File: src/inc/ascs_pkg.sv
// Purpose: constants and types of the serial port control and status block
// Assumes: one 125 MHz bus clock, APB with 32-bit data
// Notes: every register is one aligned word, data in bits 7:0, baud divider in bits 15:0
package ascs_pkg;

    // ************************************************************
    // Register offsets
    // ************************************************************
    localparam logic [11:0] OFS_CTRL_ONE = 12'h000;
    localparam logic [11:0] OFS_CTRL_TWO = 12'h004;
    localparam logic [11:0] OFS_CTRL_THREE = 12'h008;
    localparam logic [11:0] OFS_STAT_ONE = 12'h00C;
    localparam logic [11:0] OFS_DATA_BUF = 12'h010;
    localparam logic [11:0] OFS_BAUD_DIV = 12'h014;

    // ************************************************************
    // Field positions
    // ************************************************************
    // ctrl_one
    localparam int C1_MODULE_ON = 6;
    localparam int C1_MODE9 = 4;
    localparam int C1_ROUSE_SEL = 3;
    localparam int C1_PARITY_ON = 1;
    localparam int C1_ODD_PARITY = 0;
    // ctrl_two
    localparam int C2_TXE_IE = 7;
    localparam int C2_TXDONE_IE = 6;
    localparam int C2_RXFULL_IE = 5;
    localparam int C2_IDLE_IE = 4;
    localparam int C2_TX_ON = 3;
    localparam int C2_RX_ON = 2;
    localparam int C2_RX_SLEEP = 1;
    localparam int C2_BREAK = 0;
    // ctrl_three, bits 3:0 are the error enables in stat_one order
    localparam int C3_RX_NINTH = 7;
    localparam int C3_TX_NINTH = 6;
    // stat_one
    localparam int S1_TXE = 7;
    localparam int S1_TXDONE = 6;
    localparam int S1_RXFULL = 5;
    localparam int S1_QUIET = 4;
    localparam int S1_OVERRUN = 3;
    localparam int S1_NOISE = 2;
    localparam int S1_FRAMING = 1;
    localparam int S1_PARITY = 0;

    // ************************************************************
    // Reset values and counts
    // ************************************************************
    localparam logic [7:0] CTRL_ONE_RST = 8'h00;
    localparam logic [7:0] CTRL_TWO_RST = 8'h00;
    localparam logic [7:0] CTRL_THREE_RST = 8'h00;
    localparam logic [7:0] STAT_ONE_RST = 8'hC0;
    localparam logic [15:0] BAUD_DIV_RST = 16'h0010;
    localparam logic [3:0] LEN_CHAR8 = 4'hA;
    localparam logic [3:0] LEN_CHAR9 = 4'hB;
    localparam logic [7:0] RX_FLAG_MASK = 8'h3F;

    typedef enum logic {TX_IDLE, TX_SHIFT} ascs_tx_type;
    typedef enum logic {RX_IDLE, RX_SHIFT} ascs_rx_type;

    typedef struct packed {
        logic [7:0] c1;
        logic [7:0] c2;
        logic [7:0] c3;
        logic [7:0] stat;
        logic [7:0] arm;
        logic [15:0] baudDiv;
        logic [7:0] txBuf;
        ascs_tx_type txState;
        logic [10:0] txShift;
        logic [3:0] txLeft;
        logic [15:0] txDiv;
        logic txOnPrev;
        logic onesPend;
        logic breakTail;
        logic serOut;
        ascs_rx_type rxState;
        logic [9:0] rxShift;
        logic [3:0] rxLeft;
        logic [15:0] rxDiv;
        logic rxNoise;
        logic [7:0] rxData;
        logic [2:0] sync;
        logic rxLine;
        logic [3:0] idleCnt;
        logic idleArm;
        logic [31:0] prdata;
        logic err;
        logic txIrq;
        logic rxIrq;
        logic errIrq;
    } ascs_state_type;

endpackage : ascs_pkg

File: src/hw/ascs_ctrl_status.sv
// Purpose: control and status logic of an asynchronous serial port
// Assumes: APB slave without wait states, serIn from another domain
// Notes: one bit time is baudDiv bus clocks
// Notes on behaviour
// - Parity on puts parity bit in the top data position, checked on receive.
// - Odd parity select: one means odd parity, zero means even parity.
// - Transmit request: buffer empty with its enable, or done with its enable.
// - Receive request when receive buffer full and its enable are set.
// - Receive request also when line quiet flag and idle enable are set.
// - Transmitter enable rising sends one all-ones character of current length, dropped if break is set.
// - Transmitter disable finishes the character, then line stays high.
// - Disable then enable during a character queues one idle character.
// - Receiver enable starts reception; disabling keeps receive flags unchanged.
// - Sleep suppresses receive interrupts; selected wake condition clears sleep.
// - Break sends zero characters back to back, then one stop bit.
// - Received ninth bit stored with data; eight-bit mode copies bit seven.
// - Transmit ninth bit loads into shifter together with the data buffer.
// - Error request when any error flag and its own enable are set.
// - Buffer empty sets on transfer; clears by status read then data write.
// - Done flag when buffer empty and nothing queued or shifting.
// - Receive full sets on transfer; clears by status read then data read.
// - Line quiet after one idle character, armed only by a received character.
// - Overrun keeps the buffered character; cleared by armed status then data read.
// - Module off forces empty, and done unless transmit enable and break are both set; disables transmit interrupts.
// - Wake select one: top data bit set wakes; zero: idle line wakes.
`timescale 1ns/100ps
`default_nettype none

module ascs_ctrl_status
    import ascs_pkg::*;
(
    input wire logic sysClk,
    input wire logic rst,
    input wire logic psel,
    input wire logic penable,
    input wire logic pwrite,
    input wire logic [11:0] paddr,
    input wire logic [31:0] pwdata,
    output logic [31:0] prdata,
    output logic pready,
    output logic pslverr,
    input wire logic serIn,
    output logic serOut,
    output logic txIrq,
    output logic rxIrq,
    output logic errIrq
);

    ascs_state_type s_q;
    ascs_state_type s_d;

    logic setup;
    logic access;
    logic modOn;
    logic mode9;
    logic txGo;
    logic txTick;
    logic txSlot;
    logic rxTick;
    logic rxDone;
    logic lineNew;
    logic [3:0] charLen;
    logic [10:0] dataFrame;
    logic [9:0] newShift;
    logic rxMsb;
    logic rxAccept;
    logic parOk;

    assign setup = psel && !penable;
    assign access = psel && penable;
    assign pready = access;
    assign pslverr = access && s_q.err;
    assign prdata = s_q.prdata;
    assign serOut = s_q.serOut;
    assign txIrq = s_q.txIrq;
    assign rxIrq = s_q.rxIrq;
    assign errIrq = s_q.errIrq;

    assign modOn = s_q.c1[C1_MODULE_ON];
    assign mode9 = s_q.c1[C1_MODE9];
    assign charLen = mode9 ? LEN_CHAR9 : LEN_CHAR8;
    assign txGo = modOn && s_q.c2[C2_TX_ON];
    assign txTick = modOn && (s_q.txDiv == 16'h0000);
    assign txSlot = txTick
        && (s_q.txState == TX_IDLE || s_q.txLeft == 4'h1);
    assign lineNew = (s_q.sync[1] == s_q.sync[2]) ? s_q.sync[2] : s_q.rxLine;
    assign rxTick = (s_q.rxState == RX_SHIFT) && (s_q.rxDiv == 16'h0000);
    assign rxDone = rxTick && (s_q.rxLeft == 4'h1);
    assign newShift = {s_q.rxLine, s_q.rxShift[9:1]};
    assign rxMsb = newShift[8];
    assign rxAccept = !s_q.c2[C2_RX_SLEEP]
        || (s_q.c1[C1_ROUSE_SEL] && rxMsb);

    // ************************************************************
    // Character framing
    // ************************************************************
    always_comb begin
        logic b7;
        logic b8;
        b7 = s_q.txBuf[7];
        b8 = s_q.c3[C3_TX_NINTH];
        if (s_q.c1[C1_PARITY_ON]) begin
            if (mode9) begin
                b8 = ^s_q.txBuf ^ s_q.c1[C1_ODD_PARITY];
            end else begin
                b7 = ^s_q.txBuf[6:0] ^ s_q.c1[C1_ODD_PARITY];
            end
        end
        if (mode9) begin
            dataFrame = {1'b1, b8, b7, s_q.txBuf[6:0], 1'b0};
        end else begin
            dataFrame = {2'b11, b7, s_q.txBuf[6:0], 1'b0};
        end
        if (mode9) begin
            parOk = (^newShift[8:0]) == s_q.c1[C1_ODD_PARITY];
        end else begin
            parOk = (^newShift[8:1]) == s_q.c1[C1_ODD_PARITY];
        end
    end

    // ************************************************************
    // Next state
    // ************************************************************
    always_comb begin
        s_d = s_q;
        s_d.sync = {s_q.sync[1:0], serIn};
        s_d.rxLine = lineNew;

        // Bit clock for the transmitter and idle counting
        if (!modOn || txTick) begin
            s_d.txDiv = s_q.baudDiv - 16'h0001;
        end else begin
            s_d.txDiv = s_q.txDiv - 16'h0001;
        end

        // Transmitter
        if (s_q.txState == TX_SHIFT && txTick && s_q.txLeft != 4'h1) begin
            s_d.txShift = {1'b1, s_q.txShift[10:1]};
            s_d.txLeft = s_q.txLeft - 4'h1;
            s_d.serOut = s_q.txShift[1];
        end
        if (txSlot) begin
            s_d.txState = TX_SHIFT;
            s_d.txLeft = charLen;
            if (txGo && s_q.c2[C2_BREAK]) begin
                s_d.txShift = 11'h000;
                s_d.breakTail = 1'b1;
                s_d.onesPend = 1'b0;
            end else if (txGo && s_q.onesPend) begin
                s_d.txShift = 11'h7FF;
                s_d.onesPend = 1'b0;
            end else if (s_q.breakTail) begin
                s_d.txShift = 11'h7FF;
                s_d.txLeft = 4'h1;
                s_d.breakTail = 1'b0;
            end else if (txGo && !s_q.stat[S1_TXE]) begin
                s_d.txShift = dataFrame;
                s_d.stat[S1_TXE] = 1'b1;
            end else begin
                s_d.txState = TX_IDLE;
                s_d.txShift = 11'h7FF;
            end
            s_d.serOut = s_d.txShift[0];
        end
        s_d.txOnPrev = s_q.c2[C2_TX_ON];
        if (modOn && s_q.c2[C2_TX_ON] && !s_q.txOnPrev) begin
            s_d.onesPend = 1'b1;
        end

        // Receiver
        if (!(modOn && s_q.c2[C2_RX_ON])) begin
            s_d.rxState = RX_IDLE;
            s_d.idleCnt = 4'h0;
            s_d.idleArm = 1'b0;
        end else if (s_q.rxState == RX_IDLE) begin
            if (s_q.rxLine && !lineNew) begin
                s_d.rxState = RX_SHIFT;
                // Sample early so both late synchroniser flops hold one bit
                s_d.rxDiv = {1'b0, s_q.baudDiv[15:1]} - 16'h0001;
                s_d.rxLeft = charLen;
                s_d.rxNoise = 1'b0;
                s_d.idleCnt = 4'h0;
            end else if (!s_q.rxLine) begin
                s_d.idleCnt = 4'h0;
            end else if (txTick && s_q.idleCnt != charLen) begin
                s_d.idleCnt = s_q.idleCnt + 4'h1;
                if (s_q.idleCnt + 4'h1 == charLen) begin
                    if (s_q.c2[C2_RX_SLEEP] && !s_q.c1[C1_ROUSE_SEL]) begin
                        s_d.c2[C2_RX_SLEEP] = 1'b0;
                    end else if (s_q.idleArm && !s_q.c2[C2_RX_SLEEP]) begin
                        s_d.stat[S1_QUIET] = 1'b1;
                        s_d.idleArm = 1'b0;
                    end
                end
            end
        end else if (rxTick) begin
            s_d.rxDiv = s_q.baudDiv - 16'h0001;
            s_d.rxLeft = s_q.rxLeft - 4'h1;
            s_d.rxShift = newShift;
            if (s_q.sync[1] != s_q.sync[2]) begin
                s_d.rxNoise = 1'b1;
            end
            if (s_q.rxLeft == charLen && s_q.rxLine) begin
                s_d.rxState = RX_IDLE;
            end else if (rxDone) begin
                s_d.rxState = RX_IDLE;
                if (s_q.c2[C2_RX_SLEEP] && rxAccept) begin
                    s_d.c2[C2_RX_SLEEP] = 1'b0;
                end
                if (rxAccept && s_q.stat[S1_RXFULL]) begin
                    s_d.stat[S1_OVERRUN] = 1'b1;
                end else if (rxAccept) begin
                    s_d.rxData = mode9 ? newShift[7:0] : newShift[8:1];
                    s_d.c3[C3_RX_NINTH] = newShift[8];
                    s_d.stat[S1_RXFULL] = 1'b1;
                    s_d.idleArm = 1'b1;
                    s_d.stat[S1_FRAMING] = !s_q.rxLine;
                    s_d.stat[S1_NOISE] = s_d.rxNoise;
                    s_d.stat[S1_PARITY] = s_q.c1[C1_PARITY_ON] && !parOk;
                end
            end
        end else begin
            s_d.rxDiv = s_q.rxDiv - 16'h0001;
        end

        // Register access; flag sets above win over clears
        s_d.err = s_q.err;
        if (setup) begin
            s_d.err = 1'b0;
            s_d.prdata = 32'h0000_0000;
            if (paddr == OFS_CTRL_ONE) begin
                s_d.prdata[7:0] = s_q.c1;
            end else if (paddr == OFS_CTRL_TWO) begin
                s_d.prdata[7:0] = s_q.c2;
            end else if (paddr == OFS_CTRL_THREE) begin
                s_d.prdata[7:0] = s_q.c3;
            end else if (paddr == OFS_STAT_ONE) begin
                s_d.prdata[7:0] = s_q.stat;
            end else if (paddr == OFS_DATA_BUF) begin
                s_d.prdata[7:0] = s_q.rxData;
            end else if (paddr == OFS_BAUD_DIV) begin
                s_d.prdata[15:0] = s_q.baudDiv;
            end else begin
                s_d.err = 1'b1;
            end
        end
        if (access && !s_q.err) begin
            if (pwrite) begin
                if (paddr == OFS_CTRL_ONE) begin
                    s_d.c1 = pwdata[7:0];
                end else if (paddr == OFS_CTRL_TWO) begin
                    s_d.c2 = pwdata[7:0];
                end else if (paddr == OFS_CTRL_THREE) begin
                    s_d.c3 = {s_q.c3[C3_RX_NINTH], pwdata[6:0]};
                end else if (paddr == OFS_DATA_BUF) begin
                    s_d.txBuf = pwdata[7:0];
                    if (s_q.arm[S1_TXE]) begin
                        s_d.stat[S1_TXE] = 1'b0;
                    end
                    s_d.arm[S1_TXE] = 1'b0;
                end else if (paddr == OFS_BAUD_DIV) begin
                    s_d.baudDiv = pwdata[15:0];
                end
            end else if (paddr == OFS_STAT_ONE) begin
                s_d.arm = s_q.stat;
            end else if (paddr == OFS_DATA_BUF) begin
                s_d.stat = s_d.stat & ~(s_q.arm & RX_FLAG_MASK
                    & ~(s_d.stat ^ s_q.stat));
                s_d.arm = s_q.arm & ~RX_FLAG_MASK;
            end
        end

        // Module off forces the transmit side quiet
        if (!s_d.c1[C1_MODULE_ON]) begin
            s_d.stat[S1_TXE] = 1'b1;
            s_d.txState = TX_IDLE;
            s_d.serOut = 1'b1;
            s_d.onesPend = 1'b0;
            s_d.breakTail = 1'b0;
        end
        s_d.stat[S1_TXDONE] = s_d.stat[S1_TXE] && s_d.txState == TX_IDLE
            && !s_d.onesPend && !s_d.breakTail
            && !(s_d.c2[C2_TX_ON] && s_d.c2[C2_BREAK]);

        // Interrupt levels
        s_d.txIrq = modOn
            && ((s_q.stat[S1_TXE] && s_q.c2[C2_TXE_IE])
            || (s_q.stat[S1_TXDONE] && s_q.c2[C2_TXDONE_IE]));
        s_d.rxIrq = !s_q.c2[C2_RX_SLEEP]
            && ((s_q.stat[S1_RXFULL] && s_q.c2[C2_RXFULL_IE])
            || (s_q.stat[S1_QUIET] && s_q.c2[C2_IDLE_IE]));
        s_d.errIrq = |(s_q.stat[3:0] & s_q.c3[3:0]);
    end

    // ************************************************************
    // State register
    // ************************************************************
    always_ff @(posedge sysClk) begin
        if (rst) begin
            s_q <= '0;
            s_q.c1 <= CTRL_ONE_RST;
            s_q.c2 <= CTRL_TWO_RST;
            s_q.c3 <= CTRL_THREE_RST;
            s_q.stat <= STAT_ONE_RST;
            s_q.baudDiv <= BAUD_DIV_RST;
            s_q.txShift <= 11'h7FF;
            s_q.serOut <= 1'b1;
            s_q.sync <= 3'h7;
            s_q.rxLine <= 1'b1;
        end else begin
            s_q <= s_d;
        end
    end
endmodule : ascs_ctrl_status

`default_nettype wire

File: config.mk
export PLATFORM = sky130hd
export DESIGN_NAME = ascs_ctrl_status
export DESIGN_NICKNAME = d
export VERILOG_FILES = /design/src/inc/ascs_pkg.sv /design/src/hw/ascs_ctrl_status.sv
export SDC_FILE = /design/constraint.sdc
export NUM_CORES = 1
export LEC_CHECK = 0
export BUFFER_PORTS_ARGS = -buffer_cell sky130_fd_sc_hd__buf_2
export CAP_MARGIN = 10
export CORE_UTILIZATION = 40
export DETAILED_ROUTE_END_ITERATION = 6
export GPL_ROUTABILITY_DRIVEN = 0
export GPL_TIMING_DRIVEN = 0
export SYNTH_ARGS = -nofsm -noshare
export SYNTH_HDL_FRONTEND = slang
export SYNTH_SLANG_ARGS = --single-unit
export TNS_END_PERCENT = 10
File: constraint.sdc
create_clock -name sysClk -period 2.3 [get_ports sysClk]
set_clock_uncertainty 0.05 [all_clocks]
set_input_delay 0.345 -clock sysClk [delete_from_list [all_inputs] [get_ports sysClk]]
set_output_delay 0.345 -clock sysClk [all_outputs]
set_load 0.02 [all_outputs]
---- After elaboration in Yosys (flattened, before gate mapping) ----
Cells that the tools add are included.
operators by class
  $add $sub $neg .......................... 7
  equal/unequal tests ..................... 28
  mux-type cells .......................... 148
  bitwise gates (word level) .............. 20
  reductions and logical operators ........ 86
operator list
  operator                                                               number
  8-bit 2-to-1 mux                                                       20
  16-bit 2-to-1 mux                                                      7
  24-bit 2-to-1 mux                                                      4
  1-bit 2-to-1 mux                                                       84
  63-bit 2-to-1 mux                                                      1
  16-bit by 1-bit subtractor with 16-bit output (second input constant)  3
  11-bit 2-to-1 mux                                                      4
  21-bit 2-to-1 mux                                                      2
  1-bit logical AND                                                      36
  4-bit 2-to-1 mux                                                       9
  16-bit logical NOT                                                     2
  15-bit 2-to-1 mux                                                      2
  12-bit by 4-bit == test with 1-bit output (second input constant)      2
  12-bit by 5-bit == test with 1-bit output (second input constant)      2
  23-bit 2-to-1 mux                                                      1
  7-bit 2-to-1 mux                                                       3
  9-bit 2-to-1 mux                                                       2
  17-bit 2-to-1 mux                                                      1
  8-bit inverter                                                         2
  2-bit nonzero test                                                     8
  8-bit XOR reduction                                                    2
  15-bit by 1-bit subtractor with 16-bit output (second input constant)  1
  3-bit AND reduction                                                    5
  2-bit inequality test (second input constant)                          7
  36 further kinds                                                       79
word-level totals
  flip-flop bits (word level) ............. 169
  output and inout bits ................... 38

---- Depth between registers and ports, before layout ----
Gate-level depths: netlist of run 1.
  depth after elaboration ................. 27
  gate-level depth with buffers ........... 9
  mapped depth without buffers ............ 8

---- Worst setup path before layout of run 1 ----
No wires, ideal clock.
  kind .................................... register -> register
  start ................................... register s_q[137] in the netlist's numbering
  end ..................................... register s_q[69] in the netlist's numbering
  setup time .............................. 0.117 ns
  arrival ................................. 1.975 ns
  data required time ...................... 2.133 ns
  slack ................................... 0.158 ns
  cell stages (with the launch flop) ...... 8
  buffers on the path ..................... 1
  path through ............................ dfxtp_1 buf_6 or4_4 or3_4 nor2_1 xnor2_1 o221ai_1 a32o_2
between the ends
  longest elaborated chain between the ends .. 3
  elaborated cells on any way between the ends .. 5
RTL lines
  what                                                                                                                   line                                              source
  start: declaration                                                                                                     ascs_ctrl_status.sv:49                            ascs_state_type s_q;
  16-bit by 1-bit subtractor with 16-bit output / 15-bit by 1-bit subtractor with 16-bit output (equally long branches)  ascs_ctrl_status.sv:197, ascs_ctrl_status.sv:179
  16-bit 2-to-1 mux / 21-bit 2-to-1 mux (equally long branches)                                                          ascs_ctrl_status.sv:196, ascs_ctrl_status.sv:176
  21-bit 2-to-1 mux *                                                                                                    ascs_ctrl_status.sv:175                           end else if (s_q.rxState == RX_IDLE) begin
Mark *: on every way between the ends. The rest lies on a longest branch, timed or not. The select of a mux whose other input is x is not followed.
A chain may end at the register's enable or synchronous reset.

---- Worst setup path in the final report of run 1 ----
Ends and elaborated chain as after synthesis.

==> flow_metrics.env, run 1 <==
export IMPL_status="complete, no violations"
export IMPL_regArea_mm2=0.003329
export IMPL_crit_path_top_delay_cell="or4_4"
export IMPL_syn_inst=1171
export IMPL_drc=0
export IMPL_fillers=2257
export IMPL_sw_frac_of_total_pct=24.89
export IMPL_grt_pass1_wl_mm=45.77
export IMPL_dpl_cell_count=1523
export IMPL_antenna_found_initial=0
export IMPL_yosys_warnings=0
export IMPL_rr_startpoint="s_q[137]"
export IMPL_fin_crit_ns=2.273
export IMPL_dp_hpwl_mm=21.25
export IMPL_multi_input_area_mm2=0.005533
export IMPL_worst_pin_slew_ns=0.9193
export IMPL_synthFlopType="dfxtp_1"
export IMPL_seq_area_frac_synth_pct=36.16
export IMPL_path_class="reg -> reg"
export IMPL_p_switching_mw=1.501
export IMPL_internal_power_mw=4.529
export IMPL_fmax_mhz=440.0
export IMPL_grt_ovfl_total=0
export IMPL_cp_max_fo=10
export IMPL_clkTransAtPathRegs_ns=0.07
export IMPL_endpoint="s_q[69]"
export IMPL_p_leak_nw=3.997
export IMPL_ctsRootBufferMaster="clkbuf_16"
export IMPL_portBuffers=52
export IMPL_hold_viol_final=0
export IMPL_async_reset_ff_share_pct=0
export IMPL_cts_sinks=166
export IMPL_firstDrtPassIters=6
export IMPL_rrSetupSlack_ns=0.03
export IMPL_cts_buffers=17
export IMPL_avgSynthCellArea_um2=7.848
export IMPL_die_y_um=153.6
export IMPL_combPwrFrac_pct=4.8
export IMPL_placementRows=55
export IMPL_grt_usage_pct=25.00
export IMPL_worstSkewPairLatency_ns=0.45
export IMPL_worst_hold_slack_ns=0.07650
export IMPL_drive_above_1_share_pct=18.66
export IMPL_setup_viol=0
export IMPL_fin_ws_ns=0.02706
export IMPL_synthesis_area_mm2=0.009190
export IMPL_pre_cts_ws_ns=-0.5253
export IMPL_wire_per_inst_um=18.73
export IMPL_cp_arrival_ns=2.55
export IMPL_post_route_period_util_pct=98.82
export IMPL_clk_path_buf_depth=2
export IMPL_seqPwrFrac_pct=47.9
export IMPL_crit_path_cell_trace="buf_6 -> or4_4 -> or3_4 -> nor2_2 -> xnor2_2 -> o221ai_1 -> a32o_2"
export IMPL_via_per_inst=5.693
export IMPL_p_clk_share_pct=47.4
export IMPL_ys_types=79
export IMPL_drv_cap=0
export IMPL_htreeDepth=4
export IMPL_num_io_pins=88
export IMPL_drt_antenna_violating_nets=0
export IMPL_critPathBufInv=1
export IMPL_r2r_end="s_q[69]"
export IMPL_power_density_mw_per_mm2=555.0
export IMPL_antenna_cells=0
export IMPL_drt_iter0_drc=721
export IMPL_total_power_mw=6.031
export IMPL_critPathRequiredTime_ns=2.58
export IMPL_design_die_area_mm2=0.02359
export IMPL_finalNonFillerCells=1566
export IMPL_critPathLaunchType="register"
export IMPL_start_util_pct=40.72
export IMPL_area_growth_pct=18.24
export IMPL_place_area_mm2=0.009863
export IMPL_final_nets=1330
export IMPL_tritoncts="yes"
export IMPL_core_area_mm2=0.02257
export IMPL_report_final_slew_viol_count=0
export IMPL_ir_worst_vdd_v=0.0005583
export IMPL_worstSetupEndpointType="register"
export IMPL_ys_seq_elements=166
export IMPL_wl_mm=29.34
export IMPL_grt_pass1_vias=8152
export IMPL_post_route_cell_area_mm2=0.01087
export IMPL_slowest_delay_ns=0.58
export IMPL_r2r_cells=7
export IMPL_via_count=8915
export IMPL_synth_edf_count=0
export IMPL_startpoint="s_q[137]"
export IMPL_grt_max_degree=17
export IMPL_critical_path_top_delay_family="simple AND/OR/NAND/NOR gates"
export IMPL_rsz0062_at_grt="true"
export IMPL_dieWidth_um=153.6
export IMPL_path_depth=7
export IMPL_slew_headroom_pct=38.72
export IMPL_hold_class="in -> reg"
==> through the flow <==
stage                     util, %  TNS (ns)
final                       48.14         0
after global routing        48.14   -0.5950
after CTS                   47.00   -0.8300
after detailed placement    43.70    -22.40
after global placement      43.70    -19.43
after floorplan                 -         0
==> cells in the mapped netlist (all sizes together), types with 4 or more instances <==
| library cell | n | area share, % |
|---|---|---|
| a211oi | 31 | 3.2 |
| a21oi | 111 | 6.0 |
| a221o | 6 | 0.65 |
| a221oi | 7 | 0.67 |
| a22oi | 4 | 0.33 |
| a31oi | 7 | 0.48 |
| a32o | 4 | 0.45 |
| and2 | 9 | 0.61 |
| and3 | 7 | 0.48 |
| buf | 52 | 4.2 |
| clkbuf | 52 | 2.6 |
| dfxtp | 166 | 36 |
| ha | 12 | 1.6 |
| inv | 20 | 0.82 |
| mux2i | 23 | 2.5 |
| nand2 | 191 | 7.8 |
| nand2b | 10 | 0.68 |
| nand3 | 50 | 2.7 |
| nand3b | 5 | 0.41 |
| nand4 | 10 | 0.68 |
| nor2 | 109 | 4.5 |
| nor2b | 8 | 0.54 |
| nor3 | 34 | 2.0 |
| nor4 | 17 | 1.6 |
| o211ai | 13 | 1.1 |
| o21a | 4 | 0.33 |
| o21ai | 63 | 3.5 |
| o221ai | 4 | 0.38 |
| o31ai | 4 | 0.33 |
| o32ai | 4 | 0.38 |
| or2 | 6 | 0.41 |
| or3 | 20 | 1.4 |
| or4 | 8 | 0.74 |
| xnor2 | 37 | 3.5 |
| xor2 | 20 | 1.9 |
==> sequential cells by signal (all words and copies together), names as in the netlist <==
name / cells
s_q: 131
prdata: 16
newShift: 10
s_d: 3
errIrq: 1
modOn: 1
mode9: 1
rxIrq: 1
serOut: 1
txIrq: 1
==> timing repair <==
| action | CTS | global route |
|---|---|---|
| gates resized for setup | 33 | 47 |
| gates cloned | 0 | 1 |
| hold buffers | 0 | 0 |
| pin swaps | 3 | 7 |
| setup endpoints to repair | 80 | 93 |
| hold endpoints to repair | 0 | 0 |
| buffers inserted | 0 | 12 |
==> cell families after synthesis <==
| family | Yosys count | share of synthesized area (%) |
|---|---|---|
| simple gates | 497 | 25.96 |
| compound gates | 286 | 20.07 |
| flops | 166 | 36.16 |
| buf+inv | 125 | 7.583 |
| xor+xnor | 58 | 5.677 |
| mux | 26 | 2.873 |
| fa+ha+maj | 12 | 1.634 |
| other cells | 1 | 0.04080 |
==> power by group through the flow <==
stage          clock network (mW)  logic (mW)  registers, mW
2_1_floorplan                   0       0.162           2.95
3_3_place_gp                    0       0.277           2.95
3_5_place_dp                    0       0.276           2.95
4_1_cts                      2.88       0.279           2.89
5_1_grt                      3.02       0.304           2.89
6_report                     2.86       0.286           2.89
==> worst min path at each step <==
stage                     startpoint       to  slack (ns)  depth (start not counted)
after global placement       s_d[43]  s_d[44]        0.35                          1
after CTS                      serIn  s_d[43]        0.07                          2
final                          serIn  s_d[43]        0.08                          2
after global routing           serIn  s_d[43]        0.07                          2
after detailed placement     s_d[43]  s_d[44]        0.35                          1
after floorplan              s_d[43]  s_d[44]        0.34                          1
==> cells in the final DEF (no fill, tap or decap), drive strengths merged, types with 5 or more instances in the layout <==
cell type	count
a221oi	7
o211ai	13
or2	6
nand3	50
a21oi	111
and2	9
nor4	17
nor2	109
ha	12
or4	8
nand2	191
xor2	20
mux2i	23
a221o	6
conb	16
nand2b	10
inv	23
clkbuf	71
xnor2	37
a31oi	7
clkinv	6
nand3b	5
nand4	10
nor3	34
a211oi	31
or3	20
nor2b	8
o21ai	63
and3	7
dfxtp	166
buf	115
==> final cells by class <==
type,instances,area share [%]
buffer,102,5.895
clock buffer,20,4.203
clock inverter,12,1.117
inverter,21,0.7254
multi-input combinational,896,50.92
sequential,166,30.64
tap,285,3.282
timing repair buffer,64,3.224
==> layer usage <==
layer / share of wire [%] / GRT usage, % / routed length, um / up-vias
li1: - / - / - / 4309
met1: 45 / 33.66 / 13280 / 4166
met2: 45 / 39.37 / 13280 / 366
met3: 5.8 / 3.946 / 1712 / 74
met4: 3.6 / 11.29 / 1056 / 0
met5: 0 / 0 / 0 / -
Power figures use the tool's default switching activity.
==> run 2: changes to the inputs <==
PLACE_DENSITY = 0.65   (was unset)
==> flow_metrics.env, run 2 (synthesized netlist as in run 1, its figures left out) <==
export IMPL_antenna_found_initial=0
export IMPL_firstDrtPassIters=7
export IMPL_drive_above_1_share_pct=17.65
export IMPL_total_power_mw=5.984
export IMPL_rrSetupSlack_ns=-0.06
export IMPL_slew_headroom_pct=36.23
export IMPL_dp_hpwl_mm=21.06
export IMPL_wire_per_inst_um=18.50
export IMPL_dpl_cell_count=1523
export IMPL_final_nets=1324
export IMPL_crit_path_cell_trace="nor4_1 -> and4_1 -> clkbuf_4 -> nand4_1 -> nor4b_2 -> nor2_1 -> a311oi_1"
export IMPL_num_io_pins=88
export IMPL_ir_worst_vdd_v=0.0005336
export IMPL_fin_util_pct=47.59
export IMPL_grt_pass1_vias=8048
export IMPL_grt_usage_pct=24.41
export IMPL_dieWidth_um=153.6
export IMPL_hold_depth=2
export IMPL_place_area_mm2=0.009863
export IMPL_slowest_delay_ns=0.45
export IMPL_clkTransAtPathRegs_ns=0.07
export IMPL_fmax_mhz=423.9
export IMPL_r2r_cells=7
export IMPL_regMostFlops="s_q"
export IMPL_design_die_area_mm2=0.02359
export IMPL_core_area_mm2=0.02257
export IMPL_largest_reg_flops=131
export IMPL_seqPwrFrac_pct=48.2
export IMPL_finalNonFillerCells=1560
export IMPL_worstSkewPairLatency_ns=0.45
export IMPL_rr_startpoint="s_q[101]"
export IMPL_wl_mm=28.87
export IMPL_r2r_end="s_q[157]"
export IMPL_rsz0062_at_grt="true"
export IMPL_cp_max_fo=10
export IMPL_portBuffers=52
export IMPL_p_leak_nw=3.952
export IMPL_power_density_mw_per_mm2=557.0
export IMPL_drc=0
export IMPL_report_final_slew_viol_count=0
export IMPL_drt_iter0_drc=881
export IMPL_worstSetupEndpointType="register"
export IMPL_post_route_period_util_pct=102.6
export IMPL_sw_frac_of_total_pct=26.48
export IMPL_holdPathEnd="s_d[43]"
export IMPL_hold_class="in -> reg"
export IMPL_fin_ws_ns=-0.05909
export IMPL_via_per_inst=5.768
export IMPL_critPathRequiredTime_ns=2.60
export IMPL_p_clk_share_pct=47.0
export IMPL_cts_sinks=166
export IMPL_setup_viol=1
export IMPL_mostFrequentLayoutCells="191 x nand2_1, 160 x dfxtp_1, 108 x a21oi_1, 103 x nor2_1, 57 x buf_2"
export IMPL_drv_cap=0
export IMPL_grt_pass1_wl_mm=44.85
export IMPL_drt_antenna_violating_nets=0
export IMPL_violations="negative setup slack"
export IMPL_worst_pin_slew_ns=0.9486
export IMPL_worstHoldStart="serIn"
export IMPL_hold_viol_final=0
export IMPL_critPathLaunchType="register"
export IMPL_path_class="reg -> reg"
export IMPL_startpoint="s_q[101]"
export IMPL_crit_path_top_delay_cell="nor4_1"
export IMPL_tritoncts="yes"
export IMPL_start_util_pct=40.72
export IMPL_status="finished, violations left"
export IMPL_clk_path_buf_depth=2
export IMPL_placementRows=55
export IMPL_fin_crit_ns=2.359
export IMPL_post_route_cell_area_mm2=0.01074
export IMPL_grt_max_degree=18
export IMPL_area_growth_pct=16.90
export IMPL_p_switching_mw=1.585
export IMPL_antenna_cells=0
export IMPL_die_y_um=153.6
export IMPL_grt_ovfl_total=0
export IMPL_cts_buffers=17
export IMPL_internal_power_mw=4.400
export IMPL_combPwrFrac_pct=4.8
export IMPL_ctsRootBufferMaster="clkbuf_16"
export IMPL_final_common_cell="nand2_1"
export IMPL_htreeDepth=4
export IMPL_cp_arrival_ns=2.66
export IMPL_via_count=8998
run 2: how the worst max path moves through the flow:
stage	to	slack [ns]	cells after the start
after global placement	s_q[87]	-0.48	7
after global routing	s_q[157]	-0.18	9
after CTS	s_q[63]	-0.16	7
final	s_q[157]	-0.06	7
after floorplan	s_q[69]	0.16	7
after detailed placement	s_q[87]	-0.46	7
run 2: critical path, delay by kind of cell, from the launching register on:
family,cells,cell delay (ns)
AO/OA/AOI/OAI,1,0.24
AND/OR/NAND/NOR,5,1.39
buffers and inverters,1,0.23
flip-flops,1,0.35
run 2: final cells by class:
type	instances	area (um2)
fillers	2258	11830
multi-input cells	895	5473
flip-flops and latches	166	3331
plain buffers	102	629.4
clock buffers	18	429.2
well taps	285	356.6
repair buffers	59	312.8
clock inverters	14	132.6
inverters	21	78.83
run 2: stage by stage:
stage                     setup slack [ns]  setup TNS (ns)  hold WS [ns]
after global routing               -0.1836          -1.131       0.07521
after floorplan                     0.1579               0        0.3395
after global placement             -0.4836          -17.65        0.3448
final                             -0.05909        -0.05909       0.07569
after detailed placement           -0.4558          -19.79        0.3454
after CTS                          -0.1613          -1.360       0.07802
run 2: layer usage:
layer  share of wire (%)  routed length (um)  vias to the layer above  global-route usage (%)
li1                    -                   -                     4272                       -
met1                  43               12520                     4242                   32.03
met2                  46               13160                      400                   38.83
met3                 6.9                1992                       84                   4.115
met4                 4.2                1198                        0                   11.90
met5                   0                   0                        -                       0
run 2: timing repair:
item | CTS | global route
hold buffers | 0 | 0
setup buffers | 2 | 5
setup endpoints to repair | 66 | 86
resized for setup | 21 | 47
cloned | 0 | 0
pin swaps | 2 | 8
run 2: power by group through the flow:
stage,logic (mW),registers [mW],clock network (mW)
CTS,0.279,2.89,2.83
finish,0.286,2.89,2.81
detailed placement,0.275,2.95,0
global route,0.302,2.89,2.96
floorplan,0.162,2.95,0
global placement,0.274,2.95,0
